`src/shared/uart_rx_consts.svh`:
```
`ifndef UART_RX_CONSTS_SVH
`define UART_RX_CONSTS_SVH
// APB byte offsets
`define OFF_CTRL_ONE    12'h000
`define OFF_CTRL_TWO    12'h004
`define OFF_STATUS_ONE  12'h008
`define OFF_DATA        12'h00C
`define OFF_IRQ_STATUS  12'h010
`define OFF_IRQ_ENABLE  12'h014
`define OFF_IRQ_CLEAR   12'h018
`define OFF_BAUD_DIV    12'h01C
// Control register one fields
`define C1_NINE_BIT     0
`define C1_ADDR_WAKE    1
`define C1_QUIET_ORIGIN 2
`define C1_ENABLE       3
// Control register two fields
`define C2_STANDBY      0
// Interrupt status fields
`define IRQ_FULL        0
`define IRQ_IDLE        1
`define IRQ_NOISE       2
`define IRQ_FRAME       3
`define IRQ_W           4
// Sampling positions and counts
`define TICKS_PER_BIT   5'd16
`define POS_START_A     5'd3
`define POS_START_B     5'd5
`define POS_START_C     5'd7
`define POS_VOTE_A      5'd8
`define POS_VOTE_B      5'd9
`define POS_VOTE_C      5'd10
`define POS_FIRST       5'd1
`define POS_RESYNC      5'd2
`define HUNT_ONES       2'd3
`define DATA_BITS_8     4'd8
`define DATA_BITS_9     4'd9
`define QUIET_BITS_8    4'd10
`define QUIET_BITS_9    4'd11
`define BAUD_DIV_RESET  16'h000A
`endif

```
`src/shared/uart_rx_pkg.sv`:
```
package uart_rx_pkg;
	// Receiver states
	typedef enum logic [1:0] {
		ST_HUNT,
		ST_START,
		ST_DATA,
		ST_STOP
	} rx_state_t;
	// Per-character result flags
	typedef struct packed {
		logic noise;
		logic frame;
	} rx_err_t;
endpackage : uart_rx_pkg

```
`src/verilog/uart_rx_sampling_wakeup.sv`:
```
`include "uart_rx_consts.svh"

module uart_rx_sampling_wakeup (
	// APB
	input  wire logic        pclk,
	input  wire logic        presetn,
	input  wire logic        psel,
	input  wire logic        penable,
	input  wire logic        pwrite,
	input  wire logic [11:0] paddr,
	input  wire logic [31:0] pwdata,
	output logic      [31:0] prdata,
	output logic             pready,
	output logic             pslverr,
	// Serial line and interrupt
	input  wire logic        rx_pin,
	output logic             irq
);
	// Pin synchroniser and registers
	logic [2:0]  sync_ff, nxt_sync;
	logic        line_ff, nxt_line;
	logic [15:0] div_ff, nxt_div, div_cnt_ff, nxt_div_cnt;
	logic [3:0]  c1_ff, nxt_c1;
	logic        standby_request_ff, nxt_standby;
	logic [8:0]  data_ff, nxt_data;
	logic        ninth_rx_bit_ff, nxt_ninth;
	logic        rx_full_flag_ff, nxt_full;
	logic        idle_ff, nxt_idle;
	logic        noise_flag_ff, nxt_noise_flag;
	logic        framing_error_ff, nxt_frame;
	logic [3:0]  ist_ff, nxt_ist, ien_ff, nxt_ien;
	logic [31:0] prdata_ff, nxt_prdata;
	logic        pready_ff, nxt_pready, pslverr_ff, nxt_pslverr;
	logic        irq_ff, nxt_irq;
	// Receiver engine state
	uart_rx_pkg::rx_state_t state_ff, nxt_state;
	logic [4:0]  oversample_tick_ff, nxt_tick;
	logic [1:0]  ones_ff, nxt_ones;
	logic [2:0]  vote_ff, nxt_vote;
	logic [3:0]  bit_ff, nxt_bit;
	logic [8:0]  shift_ff, nxt_shift;
	logic        prev_bit_ff, nxt_prev_bit;
	logic        acc_noise_ff, nxt_acc_noise;
	logic [3:0]  quiet_ff, nxt_quiet;
	logic        quiet_done_ff, nxt_quiet_done;
	// Combinational helpers
	logic        tick, wr, rd, maj, even, start_hi2, bit_done;
	logic        ev_full, ev_idle;
	uart_rx_pkg::rx_err_t err;
	logic [3:0]  nbits, qbits;

	assign prdata  = prdata_ff;
	assign pready  = pready_ff;
	assign pslverr = pslverr_ff;
	assign irq     = irq_ff;
	assign wr = psel && penable && pwrite && !pready_ff;
	assign rd = psel && penable && !pwrite && !pready_ff;

	// Three-stage pin synchroniser; stages two and three must agree
	always_comb begin
		nxt_sync = {sync_ff[1:0], rx_pin};
		nxt_line = (sync_ff[2] == sync_ff[1]) ? sync_ff[2] : line_ff;
	end

	// Oversample tick divider from pclk
	always_comb begin
		tick = c1_ff[`C1_ENABLE] && (div_cnt_ff == 16'h0000);
		nxt_div_cnt = tick ? div_ff : (div_cnt_ff - 16'h0001);
		if (!c1_ff[`C1_ENABLE]) nxt_div_cnt = div_ff;
	end

	// Receiver engine, one step per oversample tick
	always_comb begin
		nxt_state = state_ff;
		nxt_tick = oversample_tick_ff;
		nxt_ones = ones_ff;
		nxt_vote = vote_ff;
		nxt_bit = bit_ff;
		nxt_shift = shift_ff;
		nxt_prev_bit = prev_bit_ff;
		nxt_acc_noise = acc_noise_ff;
		nxt_quiet = quiet_ff;
		nxt_quiet_done = quiet_done_ff;
		ev_full = 1'b0;
		ev_idle = 1'b0;
		err = '0;
		nbits = c1_ff[`C1_NINE_BIT] ? `DATA_BITS_9 : `DATA_BITS_8;
		qbits = c1_ff[`C1_NINE_BIT] ? `QUIET_BITS_9 : `QUIET_BITS_8;
		// Votes: vote_ff[1] and vote_ff[0] hold the two earlier samples
		maj = (vote_ff[1] & vote_ff[0]) | (vote_ff[1] & line_ff)
			| (vote_ff[0] & line_ff);
		// Unanimous only when both earlier samples match the third
		even = (vote_ff[1:0] == {2{line_ff}});
		start_hi2 = (vote_ff[1] & vote_ff[0]) | (vote_ff[1] & line_ff)
			| (vote_ff[0] & line_ff);
		bit_done = (oversample_tick_ff == `TICKS_PER_BIT);
		if (tick) begin
			// Count sample positions 1..16 within a bit
			nxt_tick = bit_done ? `POS_FIRST : (oversample_tick_ff + 5'd1);
			// Count consecutive high bits for quiet line
			// Skipped in the start bit and at a hunt low sample
			if (bit_done && state_ff != uart_rx_pkg::ST_START
				&& !(state_ff == uart_rx_pkg::ST_HUNT && !line_ff)) begin
				if (!line_ff) begin
					nxt_quiet = 4'd0;
				end else if (quiet_ff != qbits) begin
					nxt_quiet = quiet_ff + 4'd1;
					if (quiet_ff + 4'd1 == qbits && !quiet_done_ff) begin
						ev_idle = 1'b1;
						nxt_quiet_done = 1'b1;
					end
				end
			end
			unique case (state_ff)
				// Waiting for a falling edge after an idle run
				uart_rx_pkg::ST_HUNT: begin
					// Zero after three ones begins a start bit
					if (line_ff) begin
						if (ones_ff != `HUNT_ONES) nxt_ones = ones_ff + 2'd1;
					end else if (ones_ff == `HUNT_ONES) begin
						nxt_state = uart_rx_pkg::ST_START;
						// The low sample was position one
						nxt_tick = `POS_RESYNC;
						nxt_vote = 3'b000;
						nxt_acc_noise = 1'b0;
						nxt_quiet_done = 1'b0;
						// After-start origin clears count here
						if (!c1_ff[`C1_QUIET_ORIGIN]) nxt_quiet = 4'd0;
					end else begin
						nxt_ones = 2'd0;
					end
					// A low without three ones restarts the bit count
					if (!line_ff && ones_ff != `HUNT_ONES)
						nxt_tick = `POS_FIRST;
				end
				// Checking the start bit, counting its sixteen samples
				uart_rx_pkg::ST_START: begin
					if (oversample_tick_ff == `POS_START_A
						|| oversample_tick_ff == `POS_START_B)
						nxt_vote = {vote_ff[1:0], line_ff};
					if (oversample_tick_ff == `POS_START_C) begin
						// Verify start, at most one high sample
						if (start_hi2) begin
							// Two or more highs: false start, hunt again
							nxt_state = uart_rx_pkg::ST_HUNT;
							nxt_ones = 2'd0;
							nxt_tick = `POS_FIRST;
						end else if (vote_ff[1] | vote_ff[0] | line_ff) begin
							nxt_acc_noise = 1'b1;
						end
					end
					if (oversample_tick_ff >= `POS_VOTE_A
						&& oversample_tick_ff <= `POS_VOTE_C && line_ff)
						nxt_acc_noise = 1'b1;
					if (bit_done) begin
						// Start bit ends, counter wraps to position one
						nxt_state = uart_rx_pkg::ST_DATA;
						// First data bit follows a zero start bit
						nxt_bit = 4'd0;
						nxt_prev_bit = 1'b0;
					end
				end
				// Data and stop bits share the vote at 8, 9 and 10
				uart_rx_pkg::ST_DATA, uart_rx_pkg::ST_STOP: begin
					if (oversample_tick_ff == `POS_VOTE_A
						|| oversample_tick_ff == `POS_VOTE_B)
						nxt_vote = {vote_ff[1:0], line_ff};
					if (oversample_tick_ff == `POS_VOTE_C) begin
						if (!even) nxt_acc_noise = 1'b1;
						if (state_ff == uart_rx_pkg::ST_DATA) begin
							// Majority vote for data bit, LSB first
							nxt_shift = {maj, shift_ff[8:1]};
							nxt_prev_bit = maj;
							nxt_bit = bit_ff + 4'd1;
							// Last data bit hands over to the stop bit
							if (bit_ff + 4'd1 == nbits)
								nxt_state = uart_rx_pkg::ST_STOP;
						end else begin
							// Stop at 9 or 10 bit times + 10 ticks
							err.frame = !maj;
							err.noise = acc_noise_ff | !even;
							ev_full = 1'b1;
							// A high stop counts toward the next hunt
							nxt_state = uart_rx_pkg::ST_HUNT;
							nxt_ones = maj ? `HUNT_ONES : 2'd0;
							// After-stop origin starts count here
							if (c1_ff[`C1_QUIET_ORIGIN]) nxt_quiet = 4'd0;
						end
					end
					// Valid falling edge within data resyncs
					// Only after the vote, so a mid-bit glitch cannot move it
					if (state_ff == uart_rx_pkg::ST_DATA && prev_bit_ff
						&& !line_ff && oversample_tick_ff > `POS_VOTE_C)
						nxt_tick = `POS_RESYNC;
				end
			endcase
		end
		// A disabled receiver drops any half-received character
		if (!c1_ff[`C1_ENABLE]) begin
			nxt_state = uart_rx_pkg::ST_HUNT;
			nxt_ones = 2'd0;
			nxt_tick = `POS_FIRST;
		end
	end

	// Status, data buffer, standby and APB register side
	always_comb begin
		nxt_c1 = c1_ff;
		nxt_div = div_ff;
		nxt_standby = standby_request_ff;
		nxt_data = data_ff;
		nxt_ninth = ninth_rx_bit_ff;
		nxt_full = rx_full_flag_ff;
		nxt_idle = idle_ff;
		nxt_noise_flag = noise_flag_ff;
		nxt_frame = framing_error_ff;
		nxt_ien = ien_ff;
		nxt_ist = ist_ff;
		nxt_prdata = 32'h0000_0000;
		nxt_pslverr = 1'b0;
		// One wait state: ready answers the first access cycle
		nxt_pready = psel && penable && !pready_ff;
		// Reading the data word clears receive-side flags
		if (rd && paddr == `OFF_DATA) begin
			nxt_full = 1'b0;
			nxt_idle = 1'b0;
			nxt_noise_flag = 1'b0;
			nxt_frame = 1'b0;
		end
		// Register writes, taken in the first access cycle
		if (wr) begin
			unique case (paddr)
				`OFF_CTRL_ONE:   nxt_c1 = pwdata[3:0];
				`OFF_CTRL_TWO:   nxt_standby = pwdata[`C2_STANDBY];
				`OFF_IRQ_ENABLE: nxt_ien = pwdata[3:0];
				`OFF_IRQ_CLEAR:  nxt_ist = ist_ff & ~pwdata[3:0];
				`OFF_BAUD_DIV:   nxt_div = pwdata[15:0];
				default:         nxt_pslverr = (paddr != `OFF_IRQ_STATUS)
					&& (paddr != `OFF_STATUS_ONE) && (paddr != `OFF_DATA);
			endcase
		end
		// Read data registered for the cycle with pready
		if (rd) begin
			unique case (paddr)
				`OFF_CTRL_ONE:   nxt_prdata = {28'h0, c1_ff};
				`OFF_CTRL_TWO:   nxt_prdata = {31'h0, standby_request_ff};
				`OFF_STATUS_ONE: nxt_prdata = {27'h0, ninth_rx_bit_ff,
					framing_error_ff, noise_flag_ff, idle_ff,
					rx_full_flag_ff};
				`OFF_DATA:       nxt_prdata = {24'h0, data_ff[7:0]};
				`OFF_IRQ_STATUS: nxt_prdata = {28'h0, ist_ff};
				`OFF_IRQ_ENABLE: nxt_prdata = {28'h0, ien_ff};
				`OFF_BAUD_DIV:   nxt_prdata = {16'h0, div_ff};
				default:         nxt_pslverr = (paddr != `OFF_IRQ_CLEAR);
			endcase
		end
		// Character completion; hardware set wins over clears
		if (ev_full) begin
			// The character MSB lands in bit 8 for both lengths
			if (standby_request_ff && c1_ff[`C1_ADDR_WAKE]
				&& shift_ff[8]) begin
				nxt_standby = 1'b0;
			end
			if (!standby_request_ff || (c1_ff[`C1_ADDR_WAKE]
				&& shift_ff[8])) begin
				nxt_data = c1_ff[`C1_NINE_BIT] ? shift_ff
					: {1'b0, shift_ff[8:1]};
				// Ninth bit or copy of bit seven
				nxt_ninth = shift_ff[8];
				nxt_full = 1'b1;
				nxt_frame = err.frame;
				nxt_noise_flag = err.noise;
				nxt_ist[`IRQ_FULL] = 1'b1;
				if (err.noise) nxt_ist[`IRQ_NOISE] = 1'b1;
				if (err.frame) nxt_ist[`IRQ_FRAME] = 1'b1;
			end
		end
		// Idle character, or wake without flags
		if (ev_idle || (line_ff && quiet_done_ff && wr
			&& paddr == `OFF_CTRL_TWO)) begin
			if (!c1_ff[`C1_ADDR_WAKE] && (standby_request_ff
				|| (wr && paddr == `OFF_CTRL_TWO))) begin
				nxt_standby = 1'b0;
			end else if (ev_idle && !standby_request_ff) begin
				nxt_idle = 1'b1;
				nxt_ist[`IRQ_IDLE] = 1'b1;
			end
		end
		// Interrupt suppressed during standby
		nxt_irq = !nxt_standby && ((nxt_ist & nxt_ien) != 4'h0);
	end

	// Register all state
	always_ff @(posedge pclk or negedge presetn) begin
		if (!presetn) begin
			sync_ff <= 3'h7;
			line_ff <= 1'b1;
			div_ff <= `BAUD_DIV_RESET;
			div_cnt_ff <= 16'h0000;
			c1_ff <= 4'h0;
			standby_request_ff <= 1'b0;
			data_ff <= 9'h000;
			ninth_rx_bit_ff <= 1'b0;
			rx_full_flag_ff <= 1'b0;
			idle_ff <= 1'b0;
			noise_flag_ff <= 1'b0;
			framing_error_ff <= 1'b0;
			ist_ff <= 4'h0;
			ien_ff <= 4'h0;
			prdata_ff <= 32'h0000_0000;
			pready_ff <= 1'b0;
			pslverr_ff <= 1'b0;
			irq_ff <= 1'b0;
			state_ff <= uart_rx_pkg::ST_HUNT;
			oversample_tick_ff <= `POS_FIRST;
			ones_ff <= 2'd0;
			vote_ff <= 3'h0;
			bit_ff <= 4'h0;
			shift_ff <= 9'h000;
			prev_bit_ff <= 1'b0;
			acc_noise_ff <= 1'b0;
			quiet_ff <= 4'h0;
			quiet_done_ff <= 1'b0;
		end else begin
			sync_ff <= nxt_sync;
			line_ff <= nxt_line;
			div_ff <= nxt_div;
			div_cnt_ff <= nxt_div_cnt;
			c1_ff <= nxt_c1;
			standby_request_ff <= nxt_standby;
			data_ff <= nxt_data;
			ninth_rx_bit_ff <= nxt_ninth;
			rx_full_flag_ff <= nxt_full;
			idle_ff <= nxt_idle;
			noise_flag_ff <= nxt_noise_flag;
			framing_error_ff <= nxt_frame;
			ist_ff <= nxt_ist;
			ien_ff <= nxt_ien;
			prdata_ff <= nxt_prdata;
			pready_ff <= nxt_pready;
			pslverr_ff <= nxt_pslverr;
			irq_ff <= nxt_irq;
			state_ff <= nxt_state;
			oversample_tick_ff <= nxt_tick;
			ones_ff <= nxt_ones;
			vote_ff <= nxt_vote;
			bit_ff <= nxt_bit;
			shift_ff <= nxt_shift;
			prev_bit_ff <= nxt_prev_bit;
			acc_noise_ff <= nxt_acc_noise;
			quiet_ff <= nxt_quiet;
			quiet_done_ff <= nxt_quiet_done;
		end
	end
endmodule : uart_rx_sampling_wakeup

```
`config.mk`:
```
export PLATFORM = sky130hd
export DESIGN_NAME = uart_rx_sampling_wakeup
export DESIGN_NICKNAME = d
export VERILOG_FILES = /design/src/shared/uart_rx_pkg.sv /design/src/verilog/uart_rx_sampling_wakeup.sv
export VERILOG_INCLUDE_DIRS = /design/src /design/src/shared
export SDC_FILE = /design/constraint.sdc
export NUM_CORES = 1
export LEC_CHECK = 0
export ABC_CLOCK_PERIOD_IN_PS = 2500
export BUFFER_PORTS_ARGS = -buffer_cell sky130_fd_sc_hd__buf_4
export CORE_ASPECT_RATIO = 0.8
export CORE_MARGIN = 4
export CORE_UTILIZATION = 35
export DETAILED_ROUTE_END_ITERATION = 10
export GPL_TIMING_DRIVEN = 0
export MAX_ROUTING_LAYER = met4
export SYNTH_ARGS = -nofsm -noshare
export SYNTH_HDL_FRONTEND = slang
export SYNTH_SLANG_ARGS = --single-unit
```
`constraint.sdc`:
```
create_clock -name pclk -period 2.5 [get_ports pclk]
set_input_delay 0.375 -clock pclk [delete_from_list [all_inputs] [get_ports pclk]]
set_output_delay 0.375 -clock pclk [all_outputs]
set_load 0.02 [all_outputs]
```
==> impl_results.md, run 1 <==
- Outcome: finished, final reports clean
- Critical Path RT: approximately 2.8 ns
- Worst slew margin: 0.479
- Core area: roughly 0.017 sq mm
- Fin area: between 0.007 and 0.008 sq mm
- Post-synth top area share: 0.444
- Final min period: 2.40 ns
- Final Hold Vio Count: 0
- Drc violations: 0
- Final WL: around 15,000 um
- Synth top area cells: dfrtp_1, mux2_2, nand2_1, o21ai_0, ha_1
- Seq/Total Area, Yosys: 0.475
- Max Clock Skew: 0.00609 ns
- Post-synth EDFFs: 0
- Number of diodes: 0
- Max Root-Sink Buffers: 2
- P_leak: 3.34 nW
- Share of layout cells above drive strength 1: 0.268
- Worst path max stage delay: 0.44 ns
- Ys async rst share: 1.00
- Largest area contributor in the synthesized netlist: dfrtp_1
- Initial antenna violation count: 0
- Post-DP Area: ~0.0067 sq mm
- Site Rows: between 40 and 50
- Total Routing Usage GR: 0.168
- CTS tree: done
- Grt total ovfl: 0
- Worst hold slack: 0.105 ns
- CP top delay family: simple AND/OR/NAND/NOR gates
- Synth cell types: between 60 and 70
- CP Data Arrival Time: about 2.7 ns
- NumNets Final: between 700 and 800
- Startpoint types: register
- First-pass DRT Iterations: 5
- Final setup viols: 0
- Routability congestion estimate from global placement: 0.889
- Pwr dens: 480 mW/mm^2
- Crit-path max FO: 4
- # clock sinks: 112
- Final ANT Viol Nets: 0
- Die X-Extent: around 150 um
- Top post-synthesis cells by count: dfrtp_1, nand2_1, o21ai_0, mux2_2, nor2_1
- CP Capture Type: register
- Detail Placement HPWL: approximately 11,000 um
- Initial Utilization: 0.358
- Hold_buf cts: 0
- H-Tree Depth: 3
- Clock transition at path regs: roughly 0.08 ns
- Worst setup path category: register to register
- Tightest Hold Check Type: primary input to asynchronous set/reset pin
- Period utilisation layout: 0.959
- Fmax: around 420 MHz
- DR WL/cell: 17.1 um
- Die area: approximately 0.019 sq mm
- Top FF cell, synth: dfrtp_1
- Crit-path cells: nor4_4, nand4_1, a211o_1, a211o_1, or3_1, a21oi_2
- Max stage delay cell, worst path: dfrtp_2
- Max VDD drop: around 330 uV
- FF+latch area: approximately 0.0028 sq mm
- Total number of vias: 4,672
- Area Growth Syn to Fin: 21.5%
- # IOs: between 80 and 90
- Worst Path Buf+Inv: 0
- Yosys reg bits: roughly 110
- Cell mode on critical path: a211o_1
- Synth Cell Area: roughly 0.0059 sq mm
- DRT iter0 DRCs: between 300 and 400
- Multi-input gate area: roughly 0.0030 sq mm
- Global-route wire length before repair: about 25,000 um
- Mean Syn Cell Area: 10.1 sq um
- Via-to-Cell Ratio: 5.20
- Largest net degree at the start of global routing: 60
- DIE HEIGHT: approximately 120 um
- Fill cells: between 1,500 and 2,000
- Slew at the pin closest to its max-slew limit: ~0.8 ns
- Post-synthesis cell count: roughly 600
- Number of global-route vias before repair: 4,745
- Most frequent cell after synthesis: dfrtp_1
- Skew-Pair Late Insertion Delay: roughly 0.36 ns
- Max-slew violations: 0
- # Max-Cap Violations: 0
- CTS buffer count: 9
- Root buf cell: clkbuf_16
- Final core occ: 0.435
- Synth Warn #: 0
- IO buf count: 51
-- worst paths after layout --
kind | from | cells after the start | endpoint | slack, ns
min in group pclk | rx_pin | 1 | sync_ff[0] | 0.12
hold / removal | presetn | 1 | prdata[1] | 0.10
max in group asynchronous | presetn | 2 | div_ff[1] | 1.63
setup / recovery | div_cnt_ff[5] | 6 | state_ff[1] | 0.10
setup reg to reg | div_cnt_ff[5] | 6 | state_ff[1] | 0.10
hold reg to reg | sync_ff[0] | 0 | sync_ff[1] | 0.36
-- report_power, final --
part           internal, mW  leakage [nW]  total, mW  switching [mW]
clock                 0.704         0.139       1.42           0.716
combinational        0.0812          1.70      0.205           0.124
sequential             1.82          1.50       1.83         0.00723
total                  2.61          3.34       3.45           0.847
-- cells by family after synthesis --
group | count (synthesis) | share of synthesized area
AOI/OAI and AO/OA | 114 | 0.130
xor gates and xnor gates | 18 | 0.0266
adders and majority gates | 16 | 0.0334
buffers and inverters | 50 | 0.0427
DFF | 112 | 0.475
muxes | 46 | 0.0870
other | 1 | 0.000633
and+or+nand+nor | 228 | 0.205
-- through the flow --
stage,total power [mW],TNS [ns],worst slack (ns),cells
5_1_grt,3.60,-0.0240,-0.0145,898
3_5_place_dp,2.07,-4.01,-0.393,872
3_3_place_gp,2.06,-3.12,-0.383,871
6_report,3.45,0,0.103,898
2_1_floorplan,1.95,0,0.262,600
4_1_cts,3.50,0,0.00524,893
-- placed cells by master, fill, tap and decap left out, drive strengths merged, types with 4 or more instances in the layout --
cell,instances
and2,11
a21o,5
a222oi,4
nor4,13
nor3,19
mux2i,11
nand3,21
or2,5
nand4,8
clkbuf,22
dfstp,7
a22o,5
dfrtp,105
nand3b,6
conb,16
buf,86
or4,4
o21ai,45
o41ai,4
nor2,32
ha,15
nand2,78
nand2b,7
xnor2,11
nor3b,4
nor2b,7
mux2,34
a31oi,8
a21oi,12
xor2,7
inv,18
a211o,4
a211oi,5
-- sequential cells by signal, summed over array words and instances (netlist names), 5 cells and up --
register            count
div_cnt_ff             16
div_ff                 16
prdata                 16
shift_ff                9
data_ff                 8
oversample_tick_ff      5
-- final cells by class --
type | instances | area share
Buffer | 32 | 0.0280
Clock inverter | 6 | 0.00852
Sequential cell | 112 | 0.391
Timing Repair Buffer | 66 | 0.0716
Multi-Input combinational cell | 438 | 0.423
Tap cell | 220 | 0.0382
Inverter | 14 | 0.00730
Clock buffer | 10 | 0.0318
-- what timing repair did --
action                                 4_1_cts  5_1_grt
setup endpoints to repair                   20       36
pin swaps                                    6        9
buffers inserted                             7        7
cloned                                       0        0
endpoints found under the hold margin        0        0
resized for setup                           17       24
-- per-layer routing --
layer  part of all wire  routed length [um]  GRT usage
met1               0.49                7470      0.237
met2               0.46                7000      0.255
met3              0.049                 757     0.0313
met4             0.0056                  85     0.0322
met5                  0                   0          -
Power figures use the tool's default switching activity.
==> run 2, diff against run 1 <==
--- a/config.mk
+++ b/config.mk
@@ -6,7 +6,7 @@
 export SDC_FILE = /design/constraint.sdc
 export NUM_CORES = 1
 export LEC_CHECK = 0
-export ABC_CLOCK_PERIOD_IN_PS = 2500
+export ABC_CLOCK_PERIOD_IN_PS = 2700
 export BUFFER_PORTS_ARGS = -buffer_cell sky130_fd_sc_hd__buf_4
 export CORE_ASPECT_RATIO = 0.8
 export CORE_MARGIN = 4
==> constraint.sdc (replaced) <==
create_clock -name pclk -period 2.7 [get_ports pclk]
set_input_delay 0.405 -clock pclk [delete_from_list [all_inputs] [get_ports pclk]]
set_output_delay 0.405 -clock pclk [all_outputs]
set_load 0.02 [all_outputs]
==> run 2 against run 1 <==
  * Die area unchanged
  * Global-route usage decreased by 0.24 points
  * Via count decreased by 0.58%
  * Critical endpoint is now irq
  * Core utilization decreased by 0.94 points
  * Clock power decreased by 7%
  * Largest power group unchanged
  * Sequential power decreased by 8%
==> impl_results.md, run 2 (synthesis results as in run 1) <==
- Outcome: finished, final reports clean
- Clock transition at path regs: 0.08 ns
- Number of global-route vias before repair: 4,693
- CTS buffer count: 9
- CTS tree: done
- R2r worst-path depth: 9
- Critical Path RT: 2.96 ns
- Tightest Hold Check Type: primary input to asynchronous set/reset pin
- Total Routing Usage GR: 0.165
- Crit-path max FO: 7
- Site Rows: 42
- DRT iter0 DRCs: 365
- Dpl cells: ~870
- Max Root-Sink Buffers: 2
- Core area: 0.0166 sq mm
- Busiest layer in global routing: met2
- Grt met2 use: 0.251
- Die area: ~0.019 sq mm
- Period utilisation layout: 0.999
- Root buf cell: clkbuf_16
- Final core occ: 0.425
- DR WL/cell: between 15 and 20 um
- Area Growth Syn to Fin: 18.9%
- P_leak: 3.26 nW
- DIE HEIGHT: 124 um
- Power, Total: approximately 3.2 mW
- Routability congestion estimate from global placement: about 0.9
- Startpoint types: register
- Pwr dens: around 450 mW/mm^2
- Max Clock Skew: approximately 0.0064 ns
- CP Data Arrival Time: approximately 3.0 ns
- Global-route wire length before repair: 25,000 um
- Initial antenna violation count: 0
- Die X-Extent: around 150 um
- Worst path max stage delay: 0.44 ns
- # Max-Cap Violations: 0
- Via-to-Cell Ratio: 5.22
- NumNets Final: 729
- Worst slew margin: 0.475
- Hold_buf cts: 0
- Final WL: 15,200 um
- Worst hold slack: 0.137 ns
- Final min period: 2.70 ns
- Fmax: around 370 MHz
- Worst setup path category: register to register
- First-pass DRT Iterations: 5
- Fin area: ~0.007 sq mm
- Highest-count cells in the layout ignoring fill and taps: dfrtp_1, nand2_1, buf_4
- Total number of vias: ~4,600
- Grt total ovfl: 0
- Max-slew violations: 0
- Drc violations: 0
- GRT met1 Usage: 0.234
- Final Hold Vio Count: 0
- # IOs: 85
- # clock sinks: about 110
- Skew-Pair Late Insertion Delay: between 0.3 and 0.4 ns
- Initial Utilization: 0.358
- IO buf count: around 50
- GR Layer Usage met3: 0.0313
- Max VDD drop: around 300 uV
- Slew at the pin closest to its max-slew limit: a little under 0.8 ns
- Max stage delay cell, worst path: dfrtp_1
- Final setup viols: 0
- CP Capture Type: register
- Largest net degree at the start of global routing: 60
- Post-Layout Cell Count: approximately 890
- Share of layout cells above drive strength 1: 0.229
- Detail Placement HPWL: between 10,000 and 15,000 um
- H-Tree Depth: 3
- Final ANT Viol Nets: 0
- Post-DP Area: between 0.006 and 0.007 sq mm
- Crit-path cells: inv_1, ha_1, nor4b_1, nand4_1, or2_1, clkbuf_1, nor4_1, nor3_1, a31oi_2
- Commonest non-fill, non-tap cell in the layout: dfrtp_1
- Number of diodes: 0
[run 2: cell types whose count changed in the layout (fill, tap and decap cells not counted), sizes merged]
cell,before,now
clkbuf,22,23
buf,86,76
[run 2: layer usage]
metal / routed length [um] / vias to the layer above
met5: 0 / -
met4: 82 / 0
met3: 733 / 4
met2: 6980 / 132
met1: 7360 / 2270
li1: - / 2239
[run 2: path summary, 6_finish.rpt]
check                      slack, ns          start          to
max                            0.004  div_cnt_ff[0]         irq
min                             0.14        presetn   prdata[1]
max reg2reg                    0.004  div_cnt_ff[0]         irq
min reg2reg                     0.36     sync_ff[0]  sync_ff[1]
max in group asynchronous       1.80        presetn   div_ff[3]
min in group pclk               0.15         rx_pin  sync_ff[0]
[run 2: per-stage QoR]
stage	setup TNS, ns	setup slack, ns
6_report	0	0.00381
4_1_cts	0	0.0448
5_1_grt	-0.260	-0.225
3_5_place_dp	-1.08	-0.193
2_1_floorplan	0	0.462
3_3_place_gp	-0.473	-0.183
[run 2: worst max-delay path, delay by kind of cell (launching register included)]
family	cells	cell delay, ns
flip-flops	1	0.44
AO/OA/AOI/OAI	1	0.24
AND/OR/NAND/NOR	5	1.42
adder cells (fa/ha/maj)	1	0.17
buffers and inverters	2	0.34
[run 2: area by class of cell]
cell class                 count  area (sq um)
fill                        1625          9510
multi-input combinational    438          2990
sequential                   112          2810
timing repair buffer          55           433
tap                          220           275
clock buffer                  10           229
buffer                        34           194
clock inverter                 6          61.3
inverter                      14          52.6
[run 2: power breakdown]
group / internal [mW] / leakage, nW / total (mW) / switching, mW
clock network: 0.652 / 0.139 / 1.32 / 0.665
registers: 1.69 / 1.50 / 1.69 / 0.00655
logic: 0.0743 / 1.61 / 0.189 / 0.115
total: 2.41 / 3.26 / 3.20 / 0.786
[run 2: repair_timing]
item	in CTS	in global routing
setup buffers	1	2
pin swaps	1	3
gates resized for setup	3	12
endpoints found under the setup margin	1	17
==> run 3, diff against run 2 <==
--- a/config.mk
+++ b/config.mk
@@ -10,10 +10,12 @@
 export BUFFER_PORTS_ARGS = -buffer_cell sky130_fd_sc_hd__buf_4
 export CORE_ASPECT_RATIO = 0.8
 export CORE_MARGIN = 4
-export CORE_UTILIZATION = 35
+export CORE_UTILIZATION = 58
 export DETAILED_ROUTE_END_ITERATION = 10
 export GPL_TIMING_DRIVEN = 0
 export MAX_ROUTING_LAYER = met4
+export PLACE_DENSITY = 0.81
+export REMOVE_ABC_BUFFERS = 1
 export SYNTH_ARGS = -nofsm -noshare
 export SYNTH_HDL_FRONTEND = slang
 export SYNTH_SLANG_ARGS = --single-unit
==> run 3 against run 2 <==
  * Final cell count is 13% lower
  * Design area is 3.8% lower
  * Total power hardly changed
  * Global-route usage is 8.5 points higher
  * Worst hold slack better by 0.031 ns
  * Sequential share of layout area is 1.6 points higher
  * Via count is 0.75% higher
  * Highest routed layer unchanged
  * Critical path depth is 1 lower
  * Die area is 38% lower
  * Wire length is 6.9% lower
  * Count of clock-buffer cells in the layout is 1 higher
==> impl_results.md, run 3 (synthesis results as in run 1) <==
- Worst path max stage delay: around 0.5 ns
- Fmax: approximately 390 MHz
- Final core occ: 0.691
- Slew at the pin closest to its max-slew limit: around 0.94 ns
- Grt total ovfl: 0
- Final Hold Vio Count: 0
- Core area: ~0.0098 sq mm
- Place WS: -0.261 ns
- Global-route wire length before repair: approximately 23,000 um
- Max-slew violations: 0
- # Max-Cap Violations: 0
- Clock transition at path regs: approximately 0.070 ns
- R2r worst-path depth: 8
- Max VDD drop: between 300 and 400 uV
- Worst r2r dst: irq
- Total number of vias: about 4,700
- DIE HEIGHT: 98.4 um
- PnR worst setup slack: 0.155 ns
- Detail Placement HPWL: between 9000 and 10,000 um
- Period utilisation layout: 0.943
- Outcome: finished, final reports clean
- Worst R2R Start: oversample_tick_ff[1]
- Setup crit end: irq
- Die X-Extent: between 100 and 150 um
- Crit-path cells: inv_1, ha_1, nand4bb_4, or3_4, or3_1, nor4_4, o21ai_1, a31oi_1
- Crit-path max FO: 9
- Max Root-Sink Buffers: 2
- CP Depth: 8
- First-pass DRT Iterations: 5
- Pwr dens: ~470 mW/mm^2
- Number of global-route vias before repair: 4,492
- Startpoint types: register
- Site Rows: 32
- Multi-input gate area: around 0.003 sq mm
- Max Clock Skew: 0.00520 ns
- Area Growth Syn to Fin: 14.4%
- Routability congestion estimate from global placement: roughly 0.97
- Max stage delay cell, worst path: dfrtp_1
- Via-to-Cell Ratio: 6.06
- Initial Utilization: 0.604
- Highest-count cells in the layout ignoring fill and taps: dfrtp_1, nand2_1, buf_4
- Number of diodes: 0
- FF+latch area: approximately 0.0028 sq mm
- Final setup viols: 0
- IO buf count: between 50 and 60
- # clock sinks: 112
- Worst slew margin: 0.368
- CP top delay family: simple AND/OR/NAND/NOR gates
- NumNets Final: between 600 and 700
- DR WL/cell: between 15 and 20 um
- Fill cells: around 740
- CP Capture Type: register
- Initial antenna violation count: 0
- Final min period: about 2.5 ns
- CP Data Arrival Time: approximately 2.8 ns
- Commonest non-fill, non-tap cell in the layout: dfrtp_1
- Skew-Pair Late Insertion Delay: 0.34 ns
- Worst Path Buf+Inv: 1
- CTS buffer count: 9
- # IOs: 85
- CP Launch Point: oversample_tick_ff[1]
- Worst setup path category: register to register
- Die area: 0.0119 sq mm
- Tightest Hold Check Type: primary input to register
- Largest net degree at the start of global routing: between 100 and 150
- Final ANT Viol Nets: 0
- P_leak: 3.15 nW
- Critical Path RT: between 2 and 3 ns
- Total Routing Usage GR: 0.250
- Worst R2R Setup Slack: roughly 0.15 ns
- CTS tree: done
- DRT iter0 DRCs: roughly 430
- H-Tree Depth: 3
- Share of layout cells above drive strength 1: 0.208
- Root buf cell: clkbuf_16
- Final WL: around 14,000 um
- Drc violations: 0
-- run 3: cell types whose count changed in the layout (fill, tap and decap cells not counted), sizes merged --
cell,change
buf,-21
bufinv,+1
clkbuf,-12
dlygate4sd3,+1
inv,-3
nand4,+1
-- run 3: stage by stage --
stage	hold slack [ns]	std cells	total power [mW]	setup TNS (ns)	instance area [sq um]
6_report	0.169	772	3.20	0	6780
3_5_place_dp	0.347	752	1.89	-5.99	6350
2_1_floorplan	0.109	564	1.79	0	5780
4_1_cts	0.157	769	3.20	0	6660
3_3_place_gp	0.350	752	1.88	-6.41	6340
5_1_grt	0.146	772	3.31	-0.00524	6780
-- run 3: timing repair --
action,4_1_cts,5_1_grt
setup buffers,1,1
setup endpoints to repair,15,13
pin swaps,1,1
hold buffers,0,1
resized for setup,1,8
cloned,1,0
hold endpoints to repair,0,15
-- run 3: cell type report --
class,count,share of cell area
multi-input cells,439,0.442
clock buffers,11,0.0358
well taps,136,0.0251
flip-flops and latches,112,0.416
inverters,14,0.00776
clock inverters,4,0.00794
repair buffers,56,0.0659
-- run 3: layer usage --
layer  track usage  wire [um]
met5             -          0
met4        0.0645        152
met3        0.0579       1040
met2         0.377       6630
met1         0.343       6280
-- run 3: how the worst min path moves through the flow --
stage,from,endpoint,slack [ns],cells past startpoint
final,rx_pin,sync_ff[0],0.17,1
after global routing,rx_pin,sync_ff[0],0.15,1
after CTS,rx_pin,sync_ff[0],0.16,1
after detailed placement,sync_ff[0],sync_ff[1],0.35,0
after global placement,sync_ff[0],sync_ff[1],0.35,0
after floorplan,presetn,acc_noise_ff,0.11,0
-- run 3: power by group --
part	switching, mW	internal [mW]
registers	0.0105	1.69
logic	0.105	0.0602
clock network	0.589	0.745
